File: src/include/sfp_pkg.sv
// Constants, field layouts and carrier types for the softener status frame packer.
package sfp_pkg;

    localparam int unsigned IMG_BYTES   = 62;
    localparam int unsigned IMG_AW      = 6;
    localparam int unsigned WB_AW       = 8;

    // Register byte addresses on the bus.
    localparam logic [7:0] ADR_FAULT    = 8'h00;
    localparam logic [7:0] ADR_STATE    = 8'h04;
    localparam logic [7:0] ADR_HOURS    = 8'h08;
    localparam logic [7:0] ADR_DAYS     = 8'h0c;
    localparam logic [7:0] ADR_CAP      = 8'h10;
    localparam logic [7:0] ADR_FLOW1    = 8'h14;
    localparam logic [7:0] ADR_FLOW2    = 8'h18;
    localparam logic [7:0] ADR_FLOW3    = 8'h1c;
    localparam logic [7:0] ADR_BLEND    = 8'h20;
    localparam logic [7:0] ADR_REGCNT   = 8'h24;
    localparam logic [7:0] ADR_VOLUME   = 8'h28;
    localparam logic [7:0] ADR_LINK     = 8'h2c;
    localparam logic [7:0] ADR_CMD      = 8'h30;

    // Fault register fields.
    localparam int unsigned F_ZERO      = 0;
    localparam int unsigned F_HIGH      = 1;
    localparam int unsigned F_LOW       = 2;
    localparam int unsigned F_FLOW1     = 3;
    localparam int unsigned F_FLOW2     = 4;
    localparam int unsigned F_FLOW3     = 5;
    localparam int unsigned F_NINE      = 6;
    localparam int unsigned F_MAINT     = 7;
    localparam int unsigned F_ONE       = 8;
    localparam int unsigned F_TWO       = 9;
    localparam int unsigned F_THREE     = 10;
    localparam int unsigned F_SIX_SEVEN = 11;
    localparam int unsigned F_B1_2      = 12;
    localparam int unsigned F_CELL_C    = 13;
    localparam int unsigned F_CELL_D    = 14;

    // State register fields.
    localparam int unsigned S_REGEN     = 3;
    localparam int unsigned S_STEP_LSB  = 8;

    // Command status register fields.
    localparam int unsigned C_LOCK      = 0;
    localparam int unsigned C_PENDING   = 1;
    localparam int unsigned C_MANUAL    = 2;
    localparam int unsigned C_ADDR_LSB  = 8;
    localparam int unsigned C_ADDR_OK   = 16;

    // Command byte bits from the master.
    localparam int unsigned CMD_MANUAL  = 0;
    localparam int unsigned CMD_LOCK    = 1;

    // Image byte positions.
    localparam logic [5:0] IDX_HOURS    = 6'h04;
    localparam logic [5:0] IDX_DAYS     = 6'h06;
    localparam logic [5:0] IDX_CAP      = 6'h08;
    localparam logic [5:0] IDX_FLOW1    = 6'h0b;
    localparam logic [5:0] IDX_REGCNT   = 6'h1b;
    localparam logic [5:0] IDX_VOLUME   = 6'h1f;
    localparam logic [5:0] IDX_FREE     = 6'h23;
    localparam logic [5:0] IDX_LINK     = 6'h3d;
    localparam int unsigned B_LINK_OK   = 7;

    localparam logic [7:0] ADDR_MIN     = 8'h01;
    localparam logic [7:0] ADDR_MAX     = 8'hfe;

    typedef struct packed {
        logic        cyc;
        logic        stb;
        logic        we;
        logic [7:0]  adr;
        logic [3:0]  sel;
        logic [31:0] dat;
    } sfp_wb_req_t;

    typedef struct packed {
        logic        ack;
        logic [31:0] dat;
    } sfp_wb_rsp_t;

    typedef struct packed {
        logic        start;
        logic        lock;
        logic        pending;
    } sfp_cmd_t;

endpackage

File: src/logic/sfp_cmd_decode.sv
// Command byte decoder: manual regeneration on toggle and held regeneration lock.
`timescale 1ns/100ps
module sfp_cmd_decode
(
    input  wire logic             sys_clk,
    input  wire logic             rst,
    input  wire logic [7:0]       cmd_byte,
    input  wire logic             clear_pending,
    output sfp_pkg::sfp_cmd_t     cmd
);

    typedef struct packed {
        logic prev;
        logic primed;
        logic lock;
        logic start;
        logic pending;
    } sfp_cmd_state_t;

    sfp_cmd_state_t q;
    sfp_cmd_state_t next_q;

    ////////////////////////////////////////////////////////////////////////
    // The first sample after reset only primes the edge detector, so a bit
    // that is already set at power up does not start a regeneration.
    always_comb
    begin
        next_q         = q;
        next_q.prev    = cmd_byte[sfp_pkg::CMD_MANUAL];
        next_q.primed  = 1'b1;
        next_q.start   = q.primed && (cmd_byte[sfp_pkg::CMD_MANUAL] != q.prev);
        next_q.lock    = cmd_byte[sfp_pkg::CMD_LOCK];
        next_q.pending = next_q.start || (q.pending && !clear_pending);
    end

    always_ff @(posedge sys_clk or posedge rst)
    begin
        if (rst)
            q <= '0;
        else
            q <= next_q;
    end

    assign cmd = '{start: q.start, lock: q.lock, pending: q.pending};
endmodule

File: src/logic/sfp_frame_packer.sv
// Top level: register file on classic Wishbone and the 62-byte input image of the fieldbus slave.
`timescale 1ns/100ps
module sfp_frame_packer
(
    input  wire logic                   sys_clk,
    input  wire logic                   rst,
    input  wire logic                   wb_cyc_i,
    input  wire logic                   wb_stb_i,
    input  wire logic                   wb_we_i,
    input  wire logic [7:0]             wb_adr_i,
    input  wire logic [3:0]             wb_sel_i,
    input  wire logic [31:0]            wb_dat_i,
    output logic                        wb_ack_o,
    output logic [31:0]                 wb_dat_o,
    input  wire logic [5:0]             img_addr,
    output logic [7:0]                  img_data,
    input  wire logic [7:0]             cmd_byte,
    output logic                        regen_start,
    output logic                        regen_lock,
    input  wire logic [3:0]             addr_switch_hi,
    input  wire logic [3:0]             addr_switch_lo,
    output logic [7:0]                  slave_addr,
    output logic                        slave_addr_ok
);

    typedef struct packed {
        logic [15:0]       fault;
        logic [15:0]       state;
        logic [15:0]       hours;
        logic [15:0]       days;
        logic [23:0]       cap;
        logic [3:0][31:0]  flow;
        logic [31:0]       regcnt;
        logic [31:0]       volume;
        logic              link_ok;
        logic              ack;
        logic [31:0]       rdat;
        logic [7:0]        img;
        logic [7:0]        addr;
        logic              addr_ok;
    } sfp_state_t;

    sfp_state_t            q;
    sfp_state_t            next_q;
    sfp_pkg::sfp_wb_req_t  req;
    sfp_pkg::sfp_cmd_t     cmd;
    logic                  wr_hit;
    logic                  clear_pending;

    // One driver for the whole carrier keeps each bit singly driven.
    assign req = '{cyc: wb_cyc_i, stb: wb_stb_i, we: wb_we_i, adr: wb_adr_i, sel: wb_sel_i, dat: wb_dat_i};

    ////////////////////////////////////////////////////////////////////////
    // Helpers.

    function automatic logic [31:0] wb_merge(input logic [31:0] old, input logic [31:0] nw, input logic [3:0] sel);
        logic [31:0] res;
        res = old;
        for (int b = 0; b < 4; b++)
        begin
            if (sel[b])
                res[8*b +: 8] = nw[8*b +: 8];
        end
        return res;
    endfunction

    // Byte k of a word, counted from the most significant end.
    function automatic logic [7:0] msb_byte(input logic [31:0] w, input logic [1:0] k);
        return w[31 - 8*k -: 8];
    endfunction

    function automatic logic [7:0] image_byte(input sfp_state_t s, input logic [5:0] idx);
        logic [7:0] b;
        b = 8'h00;
        if (idx == 6'h00)
        begin
            b = {s.fault[sfp_pkg::F_FLOW1], s.fault[sfp_pkg::F_SIX_SEVEN],
                 s.fault[sfp_pkg::F_LOW], s.fault[sfp_pkg::F_HIGH],
                 s.fault[sfp_pkg::F_THREE], s.fault[sfp_pkg::F_TWO],
                 s.fault[sfp_pkg::F_ONE], s.fault[sfp_pkg::F_ZERO]};
        end
        else if (idx == 6'h01)
        begin
            b = {s.fault[sfp_pkg::F_MAINT], 1'b0, s.fault[sfp_pkg::F_CELL_D], s.fault[sfp_pkg::F_CELL_C],
                 s.fault[sfp_pkg::F_FLOW3], s.fault[sfp_pkg::F_B1_2],
                 s.fault[sfp_pkg::F_NINE], s.fault[sfp_pkg::F_FLOW2]};
        end
        else if (idx == 6'h02)
        begin
            b = {4'h0, s.state[sfp_pkg::S_REGEN], s.state[2:0]};
        end
        else if (idx == 6'h03)
        begin
            b = s.state[sfp_pkg::S_STEP_LSB +: 8];
        end
        else if (idx < sfp_pkg::IDX_CAP)
        begin
            // Hours then days, each high byte first.
            b = msb_byte({s.hours, s.days}, idx[1:0]);
        end
        else if (idx < sfp_pkg::IDX_FLOW1)
        begin
            b = s.cap[8*(idx - sfp_pkg::IDX_CAP) +: 8];
        end
        else if (idx < sfp_pkg::IDX_REGCNT)
        begin
            b = msb_byte(s.flow[2'((idx - sfp_pkg::IDX_FLOW1) >> 2)], 2'(idx - sfp_pkg::IDX_FLOW1));
        end
        else if (idx < sfp_pkg::IDX_VOLUME)
        begin
            b = msb_byte(s.regcnt, 2'(idx - sfp_pkg::IDX_REGCNT));
        end
        else if (idx < sfp_pkg::IDX_FREE)
        begin
            b = msb_byte(s.volume, 2'(idx - sfp_pkg::IDX_VOLUME));
        end
        else if (idx == sfp_pkg::IDX_LINK)
        begin
            b[sfp_pkg::B_LINK_OK] = s.link_ok;
        end
        return b;
    endfunction

    ////////////////////////////////////////////////////////////////////////
    // Command decoding.

    assign wr_hit        = req.cyc && req.stb && req.we && q.ack;
    assign clear_pending = wr_hit && (req.adr == sfp_pkg::ADR_CMD) && req.sel[0] && req.dat[sfp_pkg::C_PENDING];

    sfp_cmd_decode u_cmd
    (
        .sys_clk       (sys_clk),
        .rst           (rst),
        .cmd_byte      (cmd_byte),
        .clear_pending (clear_pending),
        .cmd           (cmd)
    );

    ////////////////////////////////////////////////////////////////////////
    // Bus slave, register file and image read port.
    // Writes land on the edge that the master samples ack, so a held write is
    // applied exactly once; the ack flop drops one cycle later by itself.

    always_comb
    begin
        logic [31:0] rd;
        rd     = 32'h0;
        next_q = q;
        next_q.ack = req.cyc && req.stb && !q.ack;
        if (wr_hit)
        begin
            case (req.adr)
                sfp_pkg::ADR_FAULT:  next_q.fault  = 16'(wb_merge({16'h0, q.fault}, req.dat, req.sel));
                sfp_pkg::ADR_STATE:  next_q.state  = 16'(wb_merge({16'h0, q.state}, req.dat, req.sel));
                sfp_pkg::ADR_HOURS:  next_q.hours  = 16'(wb_merge({16'h0, q.hours}, req.dat, req.sel));
                sfp_pkg::ADR_DAYS:   next_q.days   = 16'(wb_merge({16'h0, q.days}, req.dat, req.sel));
                sfp_pkg::ADR_CAP:    next_q.cap    = 24'(wb_merge({8'h0, q.cap}, req.dat, req.sel));
                sfp_pkg::ADR_FLOW1:  next_q.flow[0] = wb_merge(q.flow[0], req.dat, req.sel);
                sfp_pkg::ADR_FLOW2:  next_q.flow[1] = wb_merge(q.flow[1], req.dat, req.sel);
                sfp_pkg::ADR_FLOW3:  next_q.flow[2] = wb_merge(q.flow[2], req.dat, req.sel);
                sfp_pkg::ADR_BLEND:  next_q.flow[3] = wb_merge(q.flow[3], req.dat, req.sel);
                sfp_pkg::ADR_REGCNT: next_q.regcnt = wb_merge(q.regcnt, req.dat, req.sel);
                sfp_pkg::ADR_VOLUME: next_q.volume = wb_merge(q.volume, req.dat, req.sel);
                sfp_pkg::ADR_LINK:
                begin
                    if (req.sel[0])
                        next_q.link_ok = req.dat[0];
                end
                default:
                begin
                    next_q.link_ok = q.link_ok;
                end
            endcase
        end
        case (req.adr)
            sfp_pkg::ADR_FAULT:  rd = {16'h0, q.fault};
            sfp_pkg::ADR_STATE:  rd = {16'h0, q.state};
            sfp_pkg::ADR_HOURS:  rd = {16'h0, q.hours};
            sfp_pkg::ADR_DAYS:   rd = {16'h0, q.days};
            sfp_pkg::ADR_CAP:    rd = {8'h0, q.cap};
            sfp_pkg::ADR_FLOW1:  rd = q.flow[0];
            sfp_pkg::ADR_FLOW2:  rd = q.flow[1];
            sfp_pkg::ADR_FLOW3:  rd = q.flow[2];
            sfp_pkg::ADR_BLEND:  rd = q.flow[3];
            sfp_pkg::ADR_REGCNT: rd = q.regcnt;
            sfp_pkg::ADR_VOLUME: rd = q.volume;
            sfp_pkg::ADR_LINK:   rd = {31'h0, q.link_ok};
            sfp_pkg::ADR_CMD:
            begin
                rd[sfp_pkg::C_LOCK]              = cmd.lock;
                rd[sfp_pkg::C_PENDING]           = cmd.pending;
                rd[sfp_pkg::C_MANUAL]            = cmd_byte[sfp_pkg::CMD_MANUAL];
                rd[sfp_pkg::C_ADDR_LSB +: 8]     = q.addr;
                rd[sfp_pkg::C_ADDR_OK]           = q.addr_ok;
            end
            default:
            begin
                rd = 32'h0;
            end
        endcase
        if (next_q.ack && !req.we)
            next_q.rdat = rd;
        next_q.img = image_byte(q, img_addr);
        // The switches are read continuously; a new address only counts once the
        // engine restarts, which is outside this block.
        next_q.addr    = {addr_switch_hi, addr_switch_lo};
        next_q.addr_ok = (next_q.addr >= sfp_pkg::ADDR_MIN) && (next_q.addr <= sfp_pkg::ADDR_MAX);
    end

    always_ff @(posedge sys_clk or posedge rst)
    begin
        if (rst)
            q <= '0;
        else
            q <= next_q;
    end

    assign wb_ack_o      = q.ack;
    assign wb_dat_o      = q.rdat;
    assign img_data      = q.img;
    assign regen_start   = cmd.start;
    assign regen_lock    = cmd.lock;
    assign slave_addr    = q.addr;
    assign slave_addr_ok = q.addr_ok;
endmodule

File: config.mk
export PLATFORM = sky130hd
export DESIGN_NAME = sfp_frame_packer
export DESIGN_NICKNAME = d
export VERILOG_FILES = /design/src/include/sfp_pkg.sv /design/src/logic/sfp_cmd_decode.sv /design/src/logic/sfp_frame_packer.sv
export SDC_FILE = /design/constraint.sdc
export NUM_CORES = 1
export LEC_CHECK = 0
export ABC_CLOCK_PERIOD_IN_PS = 15690
export BUFFER_PORTS_ARGS = -buffer_cell sky130_fd_sc_hd__buf_2
export CAP_MARGIN = 20
export CORE_MARGIN = 3
export CORE_UTILIZATION = 45
export DETAILED_ROUTE_END_ITERATION = 10
export SYNTH_ARGS = -nofsm -noshare
export SYNTH_HDL_FRONTEND = slang
export SYNTH_SLANG_ARGS = --single-unit
File: constraint.sdc
create_clock -name sys_clk -period 15.69 [get_ports sys_clk]
set_clock_uncertainty 0.2 [all_clocks]
set_input_delay 3.138 -clock sys_clk [delete_from_list [all_inputs] [get_ports sys_clk]]
set_output_delay 3.138 -clock sys_clk [all_outputs]
set_load 0.01 [all_outputs]
==> Word level (Yosys, flattened, before mapping) <==
Cells that the tools add are included.
{ "word_totals": {"inputBits": 71, "reg_bits": 336, "out_inout_bits": 52} }
{ "op_classes": {"addsub": 8, "n_eq_ne": 17, "magnitude_cmp": 8, "reduce_logical": 53, "muxes": 17, "n_shift": 5} }
{ "op_table": {"columns": ["op", "n"], "rows": [
  ["indexed part select 39 x 33 -> 8 bit", 4],
  ["one-hot mux 9 bit (12 select lines)", 1],
  ["AND reduction 3 bit", 36],
  ["one-hot mux 15 bit (7 select lines)", 1],
  ["binary-select mux 32 bit (select 2 bit)", 1],
  ["2-to-1 mux 8 bit", 8],
  ["one-hot mux 5 bit (11 select lines)", 1],
  ["== test 8 x 6 -> 1 bit (second input constant)", 5],
  ["one-hot mux 3 bit (13 select lines)", 1],
  ["indexed part select 24 x 33 -> 8 bit", 1],
  ["== test 8 x 5 -> 1 bit (second input constant)", 4],
  ["2-to-1 mux 32 bit", 1],
  ["subtractor 5 x 5 -> 6 bit (first input constant)", 4],
  ["== test 8 x 4 -> 1 bit (second input constant)", 2],
  ["== test 6 x 2 -> 1 bit (second input constant)", 2],
  ["< comparator 6 x 4 -> 1 bit (second input constant)", 2],
  ["< comparator 6 x 5 -> 1 bit (second input constant)", 2],
  ["logical AND 1 bit", 11],
  ["== test 8 x 3 -> 1 bit (second input constant)", 1],
  [">= comparator 8 x 1 -> 1 bit (second input constant)", 1],
  ["<= comparator 8 bit (second input constant)", 1],
  ["zero test 8 bit", 1],
  ["2-to-1 mux 7 bit", 1],
  ["subtractor 6 x 4 -> 7 bit (second input constant)", 1],
  ["other kinds (11)", 15]
]} }

==> Longest topological paths before layout <==
Gate-level depths: netlist of the first run.
{ "depth": {"depth_word": 12, "ltp_mapped": 12, "depth_no_buf": 8} }

==> Hierarchy <==
A second synthesis of the first run with hierarchy kept.
{ "unflattened": {"cells_unflattened": 1492, "hier_area_um2": 18482.7} }
{ "modules_own_cells": {"columns": ["module", "area_per_inst_um2", "n_inst", "cells_each"], "rows": [
  ["sfp_frame_packer", 18298.8, 1, 1478],
  ["sfp_cmd_decode", 183.9, 1, 14]
]} }

==> Worst setup path after synthesis of the first run <==
Ideal clock, no wire load.
{ "synth_path": {"path_kind": "in2reg", "from": "in img_addr[0]", "to": "reg q (netlist bit img_data[4])", "t_arrival_ns": 5.501, "setup_slack_ns": 9.886, "stages": 11, "required_time_ns": 15.386, "path_cell_list": "buf_6 > inv_1 > clkbuf_1 > ha_1 > buf_2 > buf_2 > buf_2 > o21ai_0 > a211o_1 > o211a_1 > o41ai_2"} }
{ "synth_lines": {"columns": ["item", "line", "text"], "rows": [
  ["start, declared", "sfp_frame_packer.sv:15", "input wire logic [5:0] img_addr,"],
  ["end signal, assigned", "sfp_frame_packer.sv:215", "q <= next_q;"],
  ["end, declared", "sfp_frame_packer.sv:43", "sfp_state_t q;"]
]} }

==> results.txt, run 1 <==
----------------------------------------------------
[Die]
  Width of the die ... 206 µm
  Starting density of the core ... 0.460
  Standard cell core area ... roughly 40000 µm²
  Total Die Area ... 42300 µm²
  Die outline height ... approximately 210 µm
  Number of rows in the core area ... 72
  Top-Level Pins ... between 100 and 150

[Drt]
  Router iterations before antenna repair ... 6
  Via-to-Cell Ratio ... about 6.7
  Post-detailed-route count of antenna-violating nets ... 0
  Count of vias placed by the detailed router ... between 10000 and 15000
  Detailed-route wire length ... 67.1 mm
  Starting DRC count in detailed routing ... between 1500 and 2000
  Routed length per instance ... 32.2 µm
  Remaining routing DRC violations ... 0

[Setup path]
  Worst Setup Start Kind ... input port
  Data arrival, critical path ... about 6400 ps
  CP Class ... input port to flip-flop
  CP Cell Sequence ... buf_2, buf_4, ha_1, buf_4, xor2_4, buf_4, mux4_1, a22o_1, a221oi_1, o211ai_1
  Max FO, Critical Path ... 35
  Cell repeated most along the worst path ... sky130_fd_sc_hd__buf_4
  Data required time at the worst endpoint ... 15840 ps
  Gate family responsible for the most delay along the worst path ... buffers and inverters
  WP buf/inv ... 4
  Crit. End Element ... flip-flop
  Cell with the largest stage delay on the worst path ... sky130_fd_sc_hd__mux4_1
  Longest individual stage delay on the worst path ... about 720 ps

[Finish]
  Count of inserted antenna diode cells ... 0
  Final cell utilization of the core ... 0.512
  Number of nets in the finished design ... approximately 1600
  Proportion of layout cells with a drive suffix above 1 ... 0.354
  Synthesis-to-layout area growth ... 11.3%

[Placement]
  HPWL Detailed ... 47.7 mm
  Global placer's final weighted congestion ... between 0.9 and 1
  Port Buffers ... roughly 120
  Post-placement setup slack ... approximately 9000 ps

[Run status]
  Run status ... complete, no violations

[Timing]
  Transition time at the pin with the least slew margin ... 1160 ps
  Total negative setup slack ... 0 ps
  Post-route fraction of the period consumed by the critical path ... 0.396
  Post-layout worst setup margin ... 9480 ps
  Worst slew margin relative to its limit ... 0.225
  Count of final max-slew check failures ... 0
  Final min period ... between 6000 and 7000 ps
  Final hold viol count ... 0
  Setup repair after global routing missed its margin ... false
  Highest achievable clock rate ... around 160 MHz
  Finish-stage setup viols ... 0

[Synth]
  Mapped Area ... roughly 18000 µm²
  Number of distinct library cell variants in the gate-level netlist after synthesis ... 79
  Post-synth EDFFs ... 0
  Seq cells post-synth ... 336
  Synth area leaders ... sky130_fd_sc_hd__dfrtp_1 47%, sky130_fd_sc_hd__mux2_2 18%, sky130_fd_sc_hd__mux4_2 4.1%
  Share of the synthesized area in the top cell type ... 0.469
  Share of async-settable or async-resettable flops after synthesis ... 1.00
  Most common cell in the netlist ... sky130_fd_sc_hd__dfrtp_1
  Cell types with the highest counts after synthesis ... 336 x sky130_fd_sc_hd__dfrtp_1, 281 x sky130_fd_sc_hd__mux2_2, 112 x sky130_fd_sc_hd__nand2_1
  Leading area contributor after synthesis ... sky130_fd_sc_hd__dfrtp_1
  Net count after synthesis ... around 1600
  Post-Synthesis Cells ... roughly 1500
  Yosys warnings ... 0
  Synthesized area per cell ... roughly 12 µm²
  Share of synthesized area occupied by flip-flops and latches ... 0.469
  Top flip-flop cell by instance count after synthesis ... sky130_fd_sc_hd__dfrtp_1

[Global route]
  Largest net degree at the start of global routing ... ~140
  GR Overflow Total ... 0
  Number of global-route vias before repair ... around 14000
  First-pass GRT wire length ... a little under 100 mm
  Global-route total usage across every layer ... 0.320
  Initial antenna violation count ... 1

[Clocking]
  TritonCTS clock tree ... done
  Cts hold-fix bufs ... 0
  Post-CTS setup buffer count ... 0
  CTS clock-pin slew for the worst setup and hold paths ... 60 ps
  Cell at the root of the clock tree ... sky130_fd_sc_hd__clkbuf_16
  Count of clock tree sinks ... ~340
  Clock insertion delay at the later pin of the skew report ... ~580 ps
  Longest Clk Path Bufs ... 3
  Number of buffers created by CTS ... 39
  H-Tree Depth ... 2
  Count of cells resized by post-cts repair ... 0

[Power]
  Leak Pwr ... 9.33 nW
  Power density over the cells ... 100 nW/µm²
  Worst IR Drop VDD ... 68.4 µV

[Hold path]
  Min-delay worst type ... flip-flop to flip-flop

[Run]
  Max-cap check violation count ... 0

----------------------------------------------------
[cell families after synthesis]
kind of cell | share of synthesized area
xor gates and xnor gates | 0.00635
adders and majority gates | 0.00335
muxes | 0.275
DFF | 0.469
and+or+nand+nor | 0.0794
buffers and inverters | 0.0476
AOI/OAI and AO/OA | 0.119
other | 0.000209
[routing by layer]
layer  up-vias  global-route usage  routed length, µm
met3       157              0.0720               7020
met5         -                   0                 11
li1       5699                   -                  -
met4         2               0.141               3230
met1      7191               0.457              27800
met2       813               0.469              29000
[final timing paths]
kind                             startpoint  depth (start not counted)  slack [ps]      endpoint
worst max-delay path            img_addr[0]                         10        9480   img_data[3]
worst min-delay path            wb_dat_o[2]                          1         270   wb_dat_o[2]
worst max register to register     wb_ack_o                          6       12820        q[271]
worst min register to register  wb_dat_o[2]                          1         270   wb_dat_o[2]
max in group asynchronous               rst                          4       10490  wb_dat_o[21]
min in group asynchronous               rst                          2        2510        q[310]
[final cells by class]
class / instances / area (µm²)
Tap cell: 518 / 648
Timing Repair Buffer: 147 / 813
Fill cell: 3500 / 19000
Inverter: 11 / 48.8
Multi-Input combinational cell: 1001 / 8700
Sequential cell: 336 / 8410
Clock inverter: 13 / 218
Clock buffer: 55 / 1130
[cell usage in the layout, fill, tap and decap left out, types with 5 or more instances in the layout]
master	synthesis	final
sky130_fd_sc_hd__a211oi_1	8	8
sky130_fd_sc_hd__a21o_1	8	8
sky130_fd_sc_hd__a21oi_1	50	50
sky130_fd_sc_hd__a221o_1	7	7
sky130_fd_sc_hd__a221oi_1	10	10
sky130_fd_sc_hd__a22o_1	19	19
sky130_fd_sc_hd__a22oi_1	61	61
sky130_fd_sc_hd__a31oi_1	10	10
sky130_fd_sc_hd__a32oi_1	5	5
sky130_fd_sc_hd__and2_1	12	12
sky130_fd_sc_hd__buf_2	31	116
sky130_fd_sc_hd__buf_4	54	31
sky130_fd_sc_hd__bufinv_16	0	5
sky130_fd_sc_hd__clkbuf_1	50	8
sky130_fd_sc_hd__clkbuf_16	0	40
sky130_fd_sc_hd__clkbuf_8	0	7
sky130_fd_sc_hd__dfrtp_1	336	336
sky130_fd_sc_hd__inv_1	11	10
sky130_fd_sc_hd__mux2_1	10	10
sky130_fd_sc_hd__mux2_2	281	281
sky130_fd_sc_hd__mux2i_1	48	48
sky130_fd_sc_hd__mux4_1	16	16
sky130_fd_sc_hd__mux4_2	33	33
sky130_fd_sc_hd__nand2_1	112	112
sky130_fd_sc_hd__nand2_2	9	9
sky130_fd_sc_hd__nand3_1	16	16
sky130_fd_sc_hd__nand4_1	6	6
sky130_fd_sc_hd__nor2_1	60	60
sky130_fd_sc_hd__nor2b_1	13	12
sky130_fd_sc_hd__nor3_1	22	22
sky130_fd_sc_hd__nor4_1	6	5
sky130_fd_sc_hd__o21ai_0	50	50
sky130_fd_sc_hd__o21ai_1	13	13
sky130_fd_sc_hd__o22ai_1	24	24
sky130_fd_sc_hd__o32ai_1	5	5
[state kept, by name, indices dropped and copies added, names as in the netlist]
register and count:
img_data 8, wb_ack_o 1, wb_dat_o 32, q 281, u_cmd.cmd 3, slave_addr 8, u_cmd.q 2, slave_addr_ok 1
[report_power, final]
| group | internal [mW] | switching, mW |
|---|---|---|
| combinational | 0.0436 | 0.113 |
| clock | 0.584 | 0.380 |
| sequential | 0.874 | 0.00520 |
| total | 1.50 | 0.499 |
[stage by stage]
stage	power, mW	area, µm²	hold slack (ps)	std cells
after floorplan	0.993	17900	250	1493
after global placement	1.05	18600	257	2013
after detailed placement	1.05	18600	261	2013
after CTS	2.01	20000	275	2081
after global routing	2.06	20000	284	2081
final	2.00	20000	270	2081
No activity file was read; power rests on OpenSTA's default activity.
==> inputs of run 2 (changes only) <==
--- a/config.mk
+++ b/config.mk
@@ -5,7 +5,7 @@
 export SDC_FILE = /design/constraint.sdc
 export NUM_CORES = 1
 export LEC_CHECK = 0
-export ABC_CLOCK_PERIOD_IN_PS = 15690
+export ABC_CLOCK_PERIOD_IN_PS = 5600
 export BUFFER_PORTS_ARGS = -buffer_cell sky130_fd_sc_hd__buf_2
 export CAP_MARGIN = 20
 export CORE_MARGIN = 3
==> constraint.sdc (replaced) <==
create_clock -name sys_clk -period 5.6 [get_ports sys_clk]
set_clock_uncertainty 0.2 [all_clocks]
set_input_delay 1.12 -clock sys_clk [delete_from_list [all_inputs] [get_ports sys_clk]]
set_output_delay 1.12 -clock sys_clk [all_outputs]
set_load 0.01 [all_outputs]
==> results.txt, run 2 (synthesis gave the netlist of run 1 again) <==
----------------------------------------------------
[Run status]
  Run status ... complete, no violations (unchanged)

[Drt]
  Post-detailed-route count of antenna-violating nets ... 0 (unchanged)
  Via-to-Cell Ratio ... 6.62 (was 6.66)
  Remaining routing DRC violations ... 0 (unchanged)
  Router iterations before antenna repair ... 8 (was 6)
  Routed length per instance ... 31.9 µm (was 32.2 µm)
  Starting DRC count in detailed routing ... 1746 (was 1552)
  Detailed-route wire length ... 67.1 mm (about the same)
  Count of vias placed by the detailed router ... 13897 (was 13862)

[Power]
  Leak Pwr ... 9.38 nW (was 9.33 nW)
  Power density over the cells ... 273 nW/µm² (was 100 nW/µm²)
  Total Power Consumption ... 5.48 mW (was 2.00 mW)
  Worst IR Drop VDD ... 175 µV (was 68.4 µV)

[Die]
  Starting density of the core ... 0.460 (unchanged)
  Die outline height ... 206 µm (unchanged)
  Top-Level Pins ... 123 (unchanged)
  Width of the die ... 206 µm (unchanged)
  Number of rows in the core area ... 72 (unchanged)
  Total Die Area ... 42300 µm² (unchanged)
  Standard cell core area ... 39000 µm² (unchanged)

[Timing]
  Post-route fraction of the period consumed by the critical path ... 0.688
  Worst slew margin relative to its limit ... 0.248 (was 0.225)
  Highest achievable clock rate ... about 260 MHz
  Total negative setup slack ... 0 ps (unchanged)
  Finish-stage setup viols ... 0 (unchanged)
  Post-layout worst setup margin ... 1750 ps (was 9480 ps)
  Transition time at the pin with the least slew margin ... 1120 ps (was 1160 ps)
  Final min period ... around 3900 ps
  Setup repair after global routing missed its margin ... false (unchanged)
  Final hold viol count ... 0 (unchanged)
  Count of final max-slew check failures ... 0 (unchanged)

[Hold path]
  Hold Path Cell Cnt ... 2 (was 1)
  Min-delay worst type ... flip-flop to flip-flop (unchanged)

[Global route]
  Initial antenna violation count ... 5 (was 1)
  Global-route total usage across every layer ... 0.317 (was 0.320)
  Largest net degree at the start of global routing ... 145 (was 137)
  Number of global-route vias before repair ... 13335 (was 13732)
  GR Overflow Total ... 0 (unchanged)
  First-pass GRT wire length ... 96.2 mm (was 97.1 mm)

[Clocking]
  Post-CTS setup buffer count ... 0 (unchanged)
  TritonCTS clock tree ... done (unchanged)
  Cell at the root of the clock tree ... sky130_fd_sc_hd__clkbuf_16 (unchanged)
  Number of buffers created by CTS ... 39 (unchanged)
  Count of clock tree sinks ... 336 (unchanged)
  Clock insertion delay at the later pin of the skew report ... 560 ps (was 580 ps)
  H-Tree Depth ... 2 (unchanged)
  CTS clock-pin slew for the worst setup and hold paths ... 60 ps (about the same)
  Count of cells resized by post-cts repair ... 0 (unchanged)
  Cts hold-fix bufs ... 0 (unchanged)
  Longest Clk Path Bufs ... 3 (unchanged)

[Finish]
  Most used cells in the layout excluding fill and tap cells ... 336 x sky130_fd_sc_hd__dfrtp_1, 281 x sky130_fd_sc_hd__mux2_2, 116 x sky130_fd_sc_hd__buf_2 (unchanged)
  Largest register FFs ... 281 (unchanged)
  Register containing the most flip-flops in the final layout ... q (unchanged)
  Final cell utilization of the core ... 0.514 (was 0.512)
  Number of fillers in the final layout ... 3448 (was 3500)
  Number of nets in the finished design ... 1626 (was 1611)
  Most frequent standard cell in the layout excluding fill and tap cells ... sky130_fd_sc_hd__dfrtp_1 (unchanged)
  Proportion of layout cells with a drive suffix above 1 ... 0.361 (was 0.354)
  Synthesis-to-layout area growth ... 11.8% (was 11.3%)
  Count of inserted antenna diode cells ... 0 (unchanged)
  Final design instance area without fill ... 20000 µm² (about the same)

[Placement]
  HPWL Detailed ... 48.7 mm (was 47.7 mm)
  DP Area ... 18800 µm² (was 18600 µm²)
  Post-placement setup slack ... 1320 ps (was 8960 ps)
  Port Buffers ... 116 (unchanged)
  Global placer's final weighted congestion ... 0.980 (was 0.967)

[Run]
  Max-cap check violation count ... 0 (unchanged)

[Setup path]
  Worst Setup Start Kind ... input port (unchanged)
  Crit. End Element ... flip-flop (unchanged)
  Reg2reg path depth ... 5 (was 6)
  Max FO, Critical Path ... 13 (was 35)
  Data required time at the worst endpoint ... 5840 ps (was 15840 ps)
  Data arrival, critical path ... 4090 ps (was 6360 ps)
  CP Class ... input port to flip-flop (unchanged)

----------------------------------------------------
-- run 2: cell types whose count changed in the layout (fill, tap and decap cells not counted), moves of 3 or more --
cell                         change
sky130_fd_sc_hd__clkinvlp_4      +4
sky130_fd_sc_hd__buf_12          +3
sky130_fd_sc_hd__clkinv_2        +8
sky130_fd_sc_hd__buf_4          +12
sky130_fd_sc_hd__clkbuf_8        -4
-- run 2: area by class of cell --
| class | instances | area [µm²] | area share |
|---|---|---|---|
| Multi-Input combinational cell | 1001 | 8690 | 0.434 |
| Sequential cell | 336 | 8410 | 0.420 |
| Clock buffer | 52 | 1080 | 0.0537 |
| Timing Repair Buffer | 162 | 963 | 0.0481 |
| Tap cell | 518 | 648 | 0.0323 |
| Clock inverter | 20 | 203 | 0.0101 |
| Inverter | 11 | 45.0 | 0.00225 |
-- run 2: worst max-delay path: stages --
cell and delay (ps):
sky130_fd_sc_hd__buf_2 70, sky130_fd_sc_hd__nand2_1 80, sky130_fd_sc_hd__nor2_1 850, sky130_fd_sc_hd__and2_1 760, sky130_fd_sc_hd__nand3_1 690, sky130_fd_sc_hd__mux2_2 480
-- run 2: metal layers --
layer	global-route usage	vias to the layer above	routed length, µm
met4	0.117	8	2790
met5	0	-	61
met2	0.466	832	28800
met1	0.454	7161	28100
met3	0.0829	180	7230
li1	-	5716	-
-- run 2: power breakdown --
part / switching, mW / internal (mW) / total, mW
Clock: 1.07 / 1.50 / 2.57
Combinational: 0.319 / 0.130 / 0.449
Sequential: 0.0145 / 2.45 / 2.46
-- run 2: final timing paths --
check / start / end / slack [ps]
max in group asynchronous: rst / q[101] / 3640
min reg2reg: wb_dat_o[5] / wb_dat_o[5] / 270
max reg2reg: wb_ack_o / q[300] / 2030
min: wb_dat_o[5] / wb_dat_o[5] / 270
max: wb_cyc_i / q[300] / 1750
min in group asynchronous: rst / slave_addr[0] / 390
-- run 2: per-stage QoR --
stage	cells	hold WS, ps
floorplan	1493	250
detailed placement	2028	265
CTS	2100	279
global placement	2028	256
global route	2100	289
finish	2100	271
